===== src/hdl/fspc_consts.svh =====
// Constants of the flash self-programming controller: offsets, fields, reset values, timing.
// Assumes inclusion by bare name from the package and the controller module.
`ifndef FSPC_CONSTS_SVH
`define FSPC_CONSTS_SVH

// ********************
// Register offsets
// ********************
`define FSPC_OFS_CTRL 12'h000
`define FSPC_OFS_ADDR 12'h004
`define FSPC_OFS_DATA 12'h008
`define FSPC_OFS_STAT 12'h00C
`define FSPC_OFS_CMD 12'h010
`define FSPC_OFS_LOCK 12'h014
`define FSPC_OFS_RDAT 12'h018
`define FSPC_OFS_VEC 12'h01C

// ********************
// Control register fields and command patterns (low five bits)
// ********************
`define FSPC_BIT_STORE 0
`define FSPC_BIT_LOCKSET 3
`define FSPC_BIT_REEN 4
`define FSPC_BIT_BUSY 6
`define FSPC_BIT_IE 7
`define FSPC_PAT_LOAD 5'h01
`define FSPC_PAT_ERASE 5'h03
`define FSPC_PAT_WRITE 5'h05
`define FSPC_PAT_LOCK 5'h09
`define FSPC_PAT_REEN 5'h11
`define FSPC_PAT_MASK 5'h1F

// ********************
// Lock fields, reset values, vectors
// ********************
`define FSPC_LOCK_LSB 2
`define FSPC_LOCK_MSB 5
`define FSPC_LOCK_RESET 4'hF
`define FSPC_BOOT_WP_BIT 2
`define FSPC_APP_WP_BIT 0
`define FSPC_APP_VECTOR 16'h0000
`define FSPC_OK 2'h0
`define FSPC_SLVERR 2'h2

// ********************
// Timing
// ********************
`define FSPC_WINDOW_CYC 3'h4
`define FSPC_CLK_MHZ 100
`define FSPC_PROG_US 3700
`define FSPC_PROG_CYC (`FSPC_PROG_US * `FSPC_CLK_MHZ)

`endif


===== src/hdl/fspc_pkg.sv =====
// Types of the flash self-programming controller.
// Assumes the constants header sits beside it.
`include "fspc_consts.svh"

package fspc_pkg;
	typedef enum logic [1:0] {FSPC_OP_NONE, FSPC_OP_ERASE, FSPC_OP_WRITE, FSPC_OP_LOCK} fspc_op_t;
	typedef enum {FSPC_IDLE, FSPC_ARMED, FSPC_BUSY} fspc_state_t;
	typedef struct packed {
		logic busy;
		logic stall;
		logic rww_block;
		logic irq;
	} fspc_status_t;
endpackage : fspc_pkg


===== src/hdl/fspc_ctrl.sv =====
// Flash self-programming controller: timed command window, page buffer, erase/write/lock.
// Assumes an AXI4-Lite master, a boot vector fuse pin and an EEPROM busy level from outside.
//
// What this block does
// - Reset vector follows boot vector fuse.
// - Processor never writes any fuse.
// - Latch target address at operation start.
// - Lock setting ignores the address pointer.
// - Reads page buffer bytes via pointer bit 0.
// - Erase pattern plus store within four cycles.
// - Halting-section program stalls the processor.
// - Load pattern stores data at word offset.
// - Page buffer clears on write, reenable, reset.
// - EEPROM write during loading discards buffer.
// - Write pattern programs page, data ignored.
// - Interrupt asserted while store bit clear.
// - Busy flag set while concurrent section blocked.
// - Lock pattern programs zero data bits 5:2.
// - EEPROM write refuses programming and lock reads.
// - Whole flash readable during lock programming.
// - Store and lock bits clear at operation end, or after four cycles without a store.
// - Boot lock bits forbid boot-section writes.
`timescale 1ns/1ns
`default_nettype none
`include "fspc_consts.svh"

module fspc_ctrl #(
	parameter int PAGE_WORDS = 32,
	parameter int ADDR_W = 16,
	parameter int PROG_CYCLES = `FSPC_PROG_CYC,
	parameter logic [15:0] BOOT_START = 16'h0C00,
	parameter logic [15:0] HALT_START = 16'h0C00
) (
	// Clock and reset
	input wire logic aclk,
	input wire logic aresetn,
	// AXI4-Lite slave
	input wire logic [11:0] s_axi_awaddr,
	input wire logic s_axi_awvalid,
	output logic s_axi_awready,
	input wire logic [31:0] s_axi_wdata,
	input wire logic [3:0] s_axi_wstrb,
	input wire logic s_axi_wvalid,
	output logic s_axi_wready,
	output logic [1:0] s_axi_bresp,
	output logic s_axi_bvalid,
	input wire logic s_axi_bready,
	input wire logic [11:0] s_axi_araddr,
	input wire logic s_axi_arvalid,
	output logic s_axi_arready,
	output logic [31:0] s_axi_rdata,
	output logic [1:0] s_axi_rresp,
	output logic s_axi_rvalid,
	input wire logic s_axi_rready,
	// Pins and core
	input wire logic boot_vector_fuse,
	input wire logic eeprom_write_busy,
	// Outputs
	output logic [15:0] reset_vector,
	output var fspc_pkg::fspc_status_t status,
	output logic [7:0] flash_op_page_buf
);
	localparam int WB = $clog2(PAGE_WORDS);

	// ********************
	// Pin synchronisers
	// ********************
	logic fuse_m, fuse_s, ee_m, ee_s;
	always_ff @(posedge aclk) begin
		fuse_m <= boot_vector_fuse;
		fuse_s <= fuse_m;
		ee_m <= eeprom_write_busy;
		ee_s <= ee_m;
	end

	// ********************
	// Software state
	// ********************
	logic [ADDR_W-1:0] ptr;
	logic [15:0] data_pair;
	logic [7:0] ctrl;
	logic ie;
	logic [3:0] lockbits;
	logic [15:0] page_buf [PAGE_WORDS];
	logic [PAGE_WORDS-1:0] buf_valid;
	logic [ADDR_W-1:0] op_addr;
	fspc_pkg::fspc_op_t op;
	fspc_pkg::fspc_state_t state;
	logic [2:0] win;
	logic [31:0] prog_cnt;
	logic rww_busy;
	logic [7:0] rdat;

	// ********************
	// Bus decode
	// ********************
	logic aw_have, w_have;
	logic [11:0] aw_q;
	logic [31:0] w_q;
	wire do_wr = aw_have && w_have && !s_axi_bvalid;
	wire wr_ctrl = do_wr && aw_q == `FSPC_OFS_CTRL;
	wire wr_addr = do_wr && aw_q == `FSPC_OFS_ADDR;
	wire wr_data = do_wr && aw_q == `FSPC_OFS_DATA;
	wire wr_cmd = do_wr && aw_q == `FSPC_OFS_CMD;
	wire wr_rd = do_wr && aw_q == `FSPC_OFS_RDAT;
	wire wr_map = wr_ctrl || wr_addr || wr_data || wr_cmd || wr_rd;
	wire [4:0] pat = w_q[4:0] & `FSPC_PAT_MASK;
	// EEPROM writes lock software out of every programming command.
	wire cmd_ok = wr_ctrl && state == fspc_pkg::FSPC_IDLE && !ee_s;
	wire known = pat == `FSPC_PAT_LOAD || pat == `FSPC_PAT_ERASE ||
		pat == `FSPC_PAT_WRITE || pat == `FSPC_PAT_LOCK;
	wire reen = cmd_ok && pat == `FSPC_PAT_REEN;
	wire store = wr_cmd && state == fspc_pkg::FSPC_ARMED && !ee_s;
	wire [4:0] cpat = ctrl[4:0];
	wire in_boot = ptr >= BOOT_START;
	wire in_halt = ptr >= HALT_START;
	// Boot or application write protection from programmed lock bits.
	wire wp = in_boot ? !lockbits[`FSPC_BOOT_WP_BIT] : !lockbits[`FSPC_APP_WP_BIT];
	wire [WB-1:0] widx = ptr[WB:1];
	wire pg_write = store && cpat == `FSPC_PAT_WRITE && !wp;
	wire pg_erase = store && cpat == `FSPC_PAT_ERASE && !wp;
	wire lock_set = store && cpat == `FSPC_PAT_LOCK;
	wire op_start = pg_erase || pg_write || lock_set;
	wire done = state == fspc_pkg::FSPC_BUSY && prog_cnt == 32'h0;
	wire clr_buf = (done && op == fspc_pkg::FSPC_OP_WRITE) || reen ||
		(ee_s && |buf_valid);

	// ********************
	// Write channel capture
	// ********************
	always_ff @(posedge aclk) begin
		if (!aresetn) begin
			aw_have <= 1'b0;
			w_have <= 1'b0;
			aw_q <= 12'h000;
			w_q <= 32'h00000000;
			s_axi_bvalid <= 1'b0;
			s_axi_bresp <= `FSPC_OK;
		end else begin
			if (s_axi_awvalid && s_axi_awready) begin
				aw_have <= 1'b1;
				aw_q <= s_axi_awaddr;
			end
			if (s_axi_wvalid && s_axi_wready) begin
				w_have <= 1'b1;
				w_q <= s_axi_wdata;
			end
			if (do_wr) begin
				aw_have <= 1'b0;
				w_have <= 1'b0;
				s_axi_bvalid <= 1'b1;
				s_axi_bresp <= wr_map ? `FSPC_OK : `FSPC_SLVERR;
			end else if (s_axi_bready) begin
				s_axi_bvalid <= 1'b0;
			end
		end
	end
	assign s_axi_awready = !aw_have;
	assign s_axi_wready = !w_have;

	// ********************
	// Command sequencer
	// ********************
	always_ff @(posedge aclk) begin
		if (!aresetn) begin
			state <= fspc_pkg::FSPC_IDLE;
			ctrl <= 8'h00;
			ie <= 1'b0;
			win <= 3'h0;
			op <= fspc_pkg::FSPC_OP_NONE;
			op_addr <= '0;
			prog_cnt <= 32'h0;
			rww_busy <= 1'b0;
			lockbits <= `FSPC_LOCK_RESET;
			ptr <= '0;
			data_pair <= 16'h0000;
		end else begin
			if (wr_addr) ptr <= w_q[ADDR_W-1:0];
			if (wr_data) data_pair <= w_q[15:0];
			if (wr_ctrl) ie <= w_q[`FSPC_BIT_IE];
			if (reen) rww_busy <= 1'b0;
			unique case (state)
				fspc_pkg::FSPC_IDLE: begin
					if (cmd_ok && known) begin
						ctrl <= {3'h0, pat};
						win <= `FSPC_WINDOW_CYC;
						state <= fspc_pkg::FSPC_ARMED;
					end
				end
				fspc_pkg::FSPC_ARMED: begin
					if (store) begin
						if (pg_erase || pg_write || lock_set) begin
							state <= fspc_pkg::FSPC_BUSY;
							prog_cnt <= PROG_CYCLES - 1;
							op_addr <= ptr;
							op <= pg_erase ? fspc_pkg::FSPC_OP_ERASE :
								pg_write ? fspc_pkg::FSPC_OP_WRITE : fspc_pkg::FSPC_OP_LOCK;
							// Lock setting never touches the pointer.
							if (lock_set) lockbits <= lockbits &
								data_pair[`FSPC_LOCK_MSB:`FSPC_LOCK_LSB];
							else rww_busy <= 1'b1;
						end else begin
							ctrl <= 8'h00;
							state <= fspc_pkg::FSPC_IDLE;
						end
					end else if (win == 3'h1) begin
						ctrl <= 8'h00;
						state <= fspc_pkg::FSPC_IDLE;
					end else begin
						win <= win - 3'h1;
					end
				end
				fspc_pkg::FSPC_BUSY: begin
					if (done) begin
						ctrl <= 8'h00;
						op <= fspc_pkg::FSPC_OP_NONE;
						state <= fspc_pkg::FSPC_IDLE;
					end else begin
						prog_cnt <= prog_cnt - 32'h1;
					end
				end
			endcase
		end
	end

	// ********************
	// Temporary page buffer
	// ********************
	wire ld = store && cpat == `FSPC_PAT_LOAD;
	genvar g;
	generate
		for (g = 0; g < PAGE_WORDS; g++) begin : gen_buf
			always_ff @(posedge aclk) begin
				if (!aresetn || clr_buf) begin
					buf_valid[g] <= 1'b0;
					page_buf[g] <= 16'hFFFF;
				end else if (ld && widx == WB'(g) && !buf_valid[g]) begin
					buf_valid[g] <= 1'b1;
					page_buf[g] <= data_pair;
				end
			end
		end
	endgenerate

	// ********************
	// Read channel and outputs
	// ********************
	wire [15:0] rword = page_buf[widx];
	wire [7:0] rbyte = ptr[0] ? rword[15:8] : rword[7:0];
	wire [7:0] lock_byte = {2'h3, lockbits, 2'h3};
	wire [7:0] stat_byte = {ie, rww_busy, 1'b0, ctrl[4:0]};
	logic [31:0] rmux;
	logic rhit;
	always_comb begin
		rhit = 1'b1;
		unique case (s_axi_araddr)
			`FSPC_OFS_CTRL: rmux = {24'h0, stat_byte};
			`FSPC_OFS_ADDR: rmux = 32'(ptr);
			`FSPC_OFS_DATA: rmux = {16'h0, data_pair};
			`FSPC_OFS_STAT: rmux = {28'h0, status};
			`FSPC_OFS_CMD: rmux = 32'h0;
			// Lock read-back is refused during EEPROM writes.
			`FSPC_OFS_LOCK: rmux = ee_s ? 32'h0 : {24'h0, lock_byte};
			`FSPC_OFS_RDAT: rmux = {24'h0, rdat};
			`FSPC_OFS_VEC: rmux = {16'h0, reset_vector};
			default: begin
				rmux = 32'h0;
				rhit = 1'b0;
			end
		endcase
	end

	always_ff @(posedge aclk) begin
		if (!aresetn) begin
			s_axi_rvalid <= 1'b0;
			s_axi_rdata <= 32'h0;
			s_axi_rresp <= `FSPC_OK;
			rdat <= 8'h00;
			reset_vector <= `FSPC_APP_VECTOR;
			status <= '0;
			flash_op_page_buf <= 8'h00;
		end else begin
			if (s_axi_arvalid && s_axi_arready) begin
				s_axi_rvalid <= 1'b1;
				s_axi_rdata <= rmux;
				s_axi_rresp <= rhit ? `FSPC_OK : `FSPC_SLVERR;
			end else if (s_axi_rready) begin
				s_axi_rvalid <= 1'b0;
			end
			if (wr_rd) rdat <= rbyte;
			// The fuse is only ever sampled; no path writes it.
			reset_vector <= fuse_s ? `FSPC_APP_VECTOR : BOOT_START;
			// Busy and stall rise with the accepted store, in step with the block flag.
			status.busy <= (state == fspc_pkg::FSPC_BUSY && !done) || op_start;
			// Locking keeps the whole array readable, so no stall or block.
			status.stall <= (state == fspc_pkg::FSPC_BUSY && !done &&
				op != fspc_pkg::FSPC_OP_LOCK && op_addr >= HALT_START) ||
				((pg_erase || pg_write) && in_halt);
			status.rww_block <= (rww_busy || pg_erase || pg_write) && !reen;
			status.irq <= ie && !(ctrl[`FSPC_BIT_STORE] && !done);
			flash_op_page_buf <= {6'h0, in_halt, |buf_valid};
		end
	end
	assign s_axi_arready = !s_axi_rvalid;
endmodule : fspc_ctrl
`default_nettype wire


===== config.mk =====
export PLATFORM = sky130hd
export DESIGN_NAME = fspc_ctrl
export DESIGN_NICKNAME = d
export VERILOG_FILES = /design/src/hdl/fspc_pkg.sv /design/src/hdl/fspc_ctrl.sv
export VERILOG_INCLUDE_DIRS = /design/src /design/src/hdl
export SDC_FILE = /design/constraint.sdc
export NUM_CORES = 1
export LEC_CHECK = 0
export ABC_CLOCK_PERIOD_IN_PS = 4650
export BUFFER_PORTS_ARGS = -buffer_cell sky130_fd_sc_hd__clkbuf_2
export CAP_MARGIN = 20
export CORE_ASPECT_RATIO = 0.9
export CORE_MARGIN = 4
export CORE_UTILIZATION = 34
export CTS_BUF_LIST = sky130_fd_sc_hd__clkbuf_8
export DETAILED_ROUTE_END_ITERATION = 8
export GPL_TIMING_DRIVEN = 0
export PLACE_DENSITY_LB_ADDON = 0.15
export SLEW_MARGIN = 0
export SYNTH_ARGS = -nofsm -noshare
export SYNTH_HDL_FRONTEND = slang
export SYNTH_SLANG_ARGS = --single-unit

===== constraint.sdc =====
create_clock -name aclk -period 4.65 [get_ports aclk]
set_input_delay 0.465 -clock aclk [delete_from_list [all_inputs] [get_ports aclk]]
set_output_delay 0.465 -clock aclk [all_outputs]
set_load 0.05 [all_outputs]

# ---- Word-level counts from Yosys, hierarchy flattened
# Memories as Yosys holds them, arrays and structs flattened. A register that Yosys moved wholly into a read port is not among the register bits.
# Index checks and enable logic that the tools add are counted.
dict set report totals {
  n_memories 1
  in_bits 69
  elab_cells 521
  register_bits 268
  output_inout_bits 69
  ramBits 512
}
# name depth width read_ports rd_ports_with_merged_regs wr line
set mem_list {}
lappend mem_list {page_buf 32 16 1 1 32 fspc_ctrl.sv:84} ;# logic [15:0] page_buf [PAGE_WORDS];
dict set report op_classes {
  bitwise_logic 34
  order_cmp 2
  addsub 2
  reduce_logical 176
  eq_ne 67
  muxes 175
}
# cell n
set op_table {}
lappend op_table {{16-bit two-way mux} 32}
lappend op_table {{32-bit two-way mux} 7}
lappend op_table {{16-bit one-hot mux with 7 select lines} 1}
lappend op_table {{1-bit two-way mux} 110}
lappend op_table {{1-bit logical AND} 96}
lappend op_table {{32-bit zero test} 3}
lappend op_table {{32-bit one-hot mux with 3 select lines} 1}
lappend op_table {{5-bit equality test, second input constant} 17}
lappend op_table {{12-bit by 5-bit equality test with 1-bit output, second input constant} 6}
lappend op_table {{32-bit by 2-bit equality test with 1-bit output, second input constant} 2}
lappend op_table {{32-bit one-hot mux with 2 select lines} 1}
lappend op_table {{5-bit by 4-bit equality test with 1-bit output, second input constant} 10}
lappend op_table {{1-bit zero test} 44}
lappend op_table {{12-bit by 4-bit equality test with 1-bit output, second input constant} 3}
lappend op_table {{5-bit two-way mux} 7}
lappend op_table {{32-bit by 1-bit equality test with 1-bit output, second input constant} 1}
lappend op_table {{32-bit by 3-bit equality test with 1-bit output, second input constant} 1}
lappend op_table {{16-bit by 12-bit greater-or-equal comparator with 1-bit output, second input constant} 2}
lappend op_table {{1-bit bitwise OR} 32}
lappend op_table {{32-bit OR reduction} 1}
lappend op_table {{32-bit by 1-bit subtractor with 32-bit output, second input constant} 1}
lappend op_table {{5-bit by 3-bit equality test with 1-bit output, second input constant} 6}
lappend op_table {{12-bit by 3-bit equality test with 1-bit output, second input constant} 2}
lappend op_table {{12-bit zero test} 2}
lappend op_table {{other kinds (23)} 68}

# ---- Depth between registers and ports, before layout
dict set report depth {
  word_depth 12
  mapped_depth 11
  mapped_depth_nobuf 9
}

# ---- Worst setup path after synthesis
# No wires, ideal clock.
dict set report synth_timing {
  kind {flip-flop to flip-flop}
  from {register state[1]}
  to {memory page_buf[28][0], enable pin}
  setup_ps 375
  path_buffers 2
  path_slack_ps 1231
  arrival_time_ps 3044
  required_time_ps 4275
  path_stages_with_launch 11
  period_less_slack_ps 3419
  path_cell_list {dfxtp_1 inv_1 ha_1 clkbuf_1 nor4bb_1 nand3b_4 nor4b_4 nand2b_2 buf_6 nor3_4 nand2b_1}
}
# element line
set synth_lines {}
lappend synth_lines {{start: declaration} fspc_ctrl.sv:88} ;# fspc_pkg::fspc_state_t state;
lappend synth_lines {{start signal: assignment} fspc_ctrl.sv:166} ;# state <= fspc_pkg::FSPC_IDLE;
lappend synth_lines {{start signal: assignment} fspc_ctrl.sv:187} ;# state <= fspc_pkg::FSPC_ARMED;
lappend synth_lines {{start signal: assignment} fspc_ctrl.sv:193} ;# state <= fspc_pkg::FSPC_BUSY;
lappend synth_lines {{end: declaration} fspc_ctrl.sv:84}

==> reports/metrics.yaml <==
outcome:
  status: "finished with violations"
  violations: "negative setup slack"
cts:
  tritoncts: "yes"
  path_clk_slew_ns: 0.06
  cts_buffer_depth: 3
  cts_buffers: 118
  clkSinkCount: 706
  ctsHtreeMaxLevel: 3
  clockRootBuffer: "clkbuf_8"
  postCtsSetupBuffers: 0
  insertion_delay_ns: 0.77
yosys:
  muxShareOfSynthArea: 0.0993
  synth_top_area_frac: 0.496
  synthDistinctLibCells: 77
  yosysTopAreaCell: "edfxtp_1"
  seq_area_frac_synth: 0.622
  ys.warnings.count: 0
  synth_most_common_cell: "nand2_1"
  syn-cell-area_um2: 31000
  post_synth_fa_ha_maj_area_fraction: 0.00315
  synth_compound_area_frac: 0.0768
  synthArstFlopShare: 0
  synthFlopType: "edfxtp_1"
  synthTopCellsByArea: "edfxtp_1, dfxtp_1, nand2_1, mux4_2, mux2i_1"
  synth_top_family_by_area: "simple AND/OR/NAND/NOR gates"
  synthTopCellsByCount: "nand2_1, edfxtp_1, dfxtp_1"
  synth_cells: 2597
  synthXorXnorAreaFrac: 0
  yosys.area_share.simple: 0.159
  avgSynthCellArea_um2: 11.9
  synth_edf_count: 512
  ys_ff_latch: 706
global_routing:
  antenna_found_initial: 5
  grt_usage: 0.223
  grt_pass1_wl_um: 156000
  grt_pass1_vias: 22300
  grt_overflow: 0
  grt_max_degree: 20
power_and_ir_drop:
  p_per_area_nw_per_um2: 352
  leakagePower_uw: 0.0101
  fin_total_pwr_uw: 12600
  vdd_drop_max_v: 0.000188
final_layout:
  layout-drive-gt1-share: 0.181
  finalNetCount: 2957
  nFillCells: 8697
  final_cell_count_no_fill: 4202
  final_area_um2: 35800
  ff_latch_area_um2: 19300
  synthToLayoutAreaGrowth_pct: 15.6
  multiInputGateArea_um2: 10700
critical_path:
  critPathKind: "reg -> reg"
  crit_path_top_delay_cell: "nand2b_1"
  cp_top_family: "simple AND/OR/NAND/NOR gates"
  start_kind: "flip-flop"
  crit_path_max_fanout: 16
  regToRegStartpoint: "buf_valid[31]$_SDFFE_PP0P_"
  timing.critical_path.buf_inv: 2
  cp_cell_sequence: "nor4_1 -> nand4_1 -> o21ai_0 -> nand3_1 -> a31oi_2 -> buf_6 -> clkbuf_1 -> nand2b_1"
  slowest_delay_ns: 0.89
  startpoint: "buf_valid[31]$_SDFFE_PP0P_"
  worstPathRequired_ns: 4.90
  worst_ep_arrival_time_ns: 5.01
  endpoint_kind: "flip-flop"
sta:
  rsz0062_at_grt: "yes"
  finalSetupViolCount: 58
  timing.final.crit_share: 1.02
  slew_violations: 0
  skew_ns: 0.0473
  tightestPinTransition_ns: 1.30
  min_period_ns: 4.76
  final.setup.tns_ns: -2.42
  finalHoldViolations: 0
  fin_ws_ns: -0.108
  fmax_ghz: 0.210
  slew_headroom: 0.124
place:
  dp.cells: 3943
  gp_congestion: 0.975
  placed_area_um2: 33200
  io_buffers: 78
  dp_hpwl_um: 79400
route:
  ant_nets: 0
  route.vias.total: 22200
  drtPass1Iterations: 6
  drc_errors: 0
  via_per_inst: 5.29
  finalWirelength_um: 109000
  drt_iter0_drc: 2150
  wl_per_cell_um: 25.9
die:
  dieArea_um2: 96000
  rows: 104
  core_area_um2: 89900
  start_util: 0.345
  chipHeight_um: 294
  dieWidth_um: 326
  io_pins: 138
min_path:
  hp-start: "s_axi_arvalid"
  hp-class: "in -> reg"
job:
  drv_cap: 0
-- cell type report --
| class | instances | area share |
|---|---|---|
| Inverter | 19 | 0.00199 |
| Buffer | 233 | 0.0322 |
| Multi-Input combinational cell | 1675 | 0.299 |
| Clock buffer | 124 | 0.0477 |
| Antenna cell | 4 | 0.000279 |
| Tap cell | 1219 | 0.0426 |
| Timing Repair Buffer | 128 | 0.0252 |
| Sequential cell | 706 | 0.538 |
| Clock inverter | 94 | 0.0130 |
-- worst min-delay path: stages --
cell	delay [ns]
clkbuf_2	0.14
nor2_1	0.12
a211oi_1	0.06
-- cell usage in the layout (no fill, tap or decap), drive strengths merged, types with 7 or more instances in the layout --
cell type    netlist  layout
or2                7       7
nand2b            49      49
or3               11      11
ha                 7       7
dfxtp            194     194
a221oi             8       8
mux4              65      65
a22oi             37      37
clkinv             0      33
nor2b              9       9
edfxtp           512     512
and2              11      11
o31ai              8       8
nand4              8       8
nand3b            12      12
o21ai             55      55
nor4              37      37
o22ai             62      62
o21a              32      32
a31oi             15      15
a221o              7       7
nand2            666     666
clkbuf           137     339
mux2              64      64
dlygate4sd3        0      34
or4                7       7
conb               1      38
o22a               7       7
mux2i             89      89
nor3              54      54
nand3             27      27
nor2             116     116
inv               19      76
a21oi             93      93
buf               97     112
-- path summary, 6_finish.rpt --
| path | to | slack [ns] | cells past startpoint |
|---|---|---|---|
| worst max-delay path | page_buf[10][10]$_SDFFCE_PN1P_ | -0.11 | 8 |
| worst min-delay path | s_axi_rvalid$_SDFFE_PN0P_ | 0.06 | 3 |
| worst max register to register | page_buf[10][10]$_SDFFCE_PN1P_ | -0.11 | 8 |
| worst min register to register | fuse_s$_DFF_P_ | 0.34 | 0 |
-- per-layer routing --
layer  vias to the layer above  part of all wire  wire (µm)  global-route usage
li1                       9961                 -          -                   -
met1                     11300              0.44      48000               0.309
met2                       861              0.46      50100               0.357
met3                       174             0.064       6970              0.0389
met4                         0             0.034       3660              0.0722
met5                         -                 0          0                   0
-- sequential cells by signal, indices dropped and copies added (netlist names), 2 cells and up, named ones only --
name,cells
page_buf,512
buf_valid,32
prog_cnt,32
data_pair,16
ptr,16
s_axi_rdata,16
w_q,16
aw_q,12
rdat,8
op_addr,6
ctrl,5
lockbits,4
status,4
win,3
flash_op_page_buf,2
op,2
state,2
-- where the power goes --
part / total [µW] / internal (µW) / switching, µW / leakage (µW)
Sequential: 6780 / 6750 / 29.8 / 0.00503
Combinational: 618 / 123 / 495 / 0.00375
Clock: 5200 / 2580 / 2620 / 0.00131
Total: 12600 / 9450 / 3150 / 0.0101
-- what timing repair did --
item                                   CTS  global route
endpoints found under the hold margin   34             0
cloned                                   0             0
pin swaps                                0             0
gates resized for setup                  7            21
setup endpoints to repair              431           383
hold buffers                            34             0
-- logic make-up after synthesis --
family,Yosys count
buffers and inverters,253
flip-flops,706
other,1
AO/OA/AOI/OAI,367
multiplexers,218
adder cells (fa/ha/maj),8
AND/OR/NAND/NOR,1044
-- metrics by stage --
stage           util  hold slack [ns]  setup slack [ns]
6_report       0.398           0.0618            -0.108
5_1_grt        0.398           0.0777           -0.0813
4_1_cts        0.397          0.00989           -0.0790
3_5_place_dp   0.369            0.318            -0.350
3_3_place_gp   0.367            0.316            -0.780
2_1_floorplan      -            0.310              1.23
(Power assumes the default switching activity.)
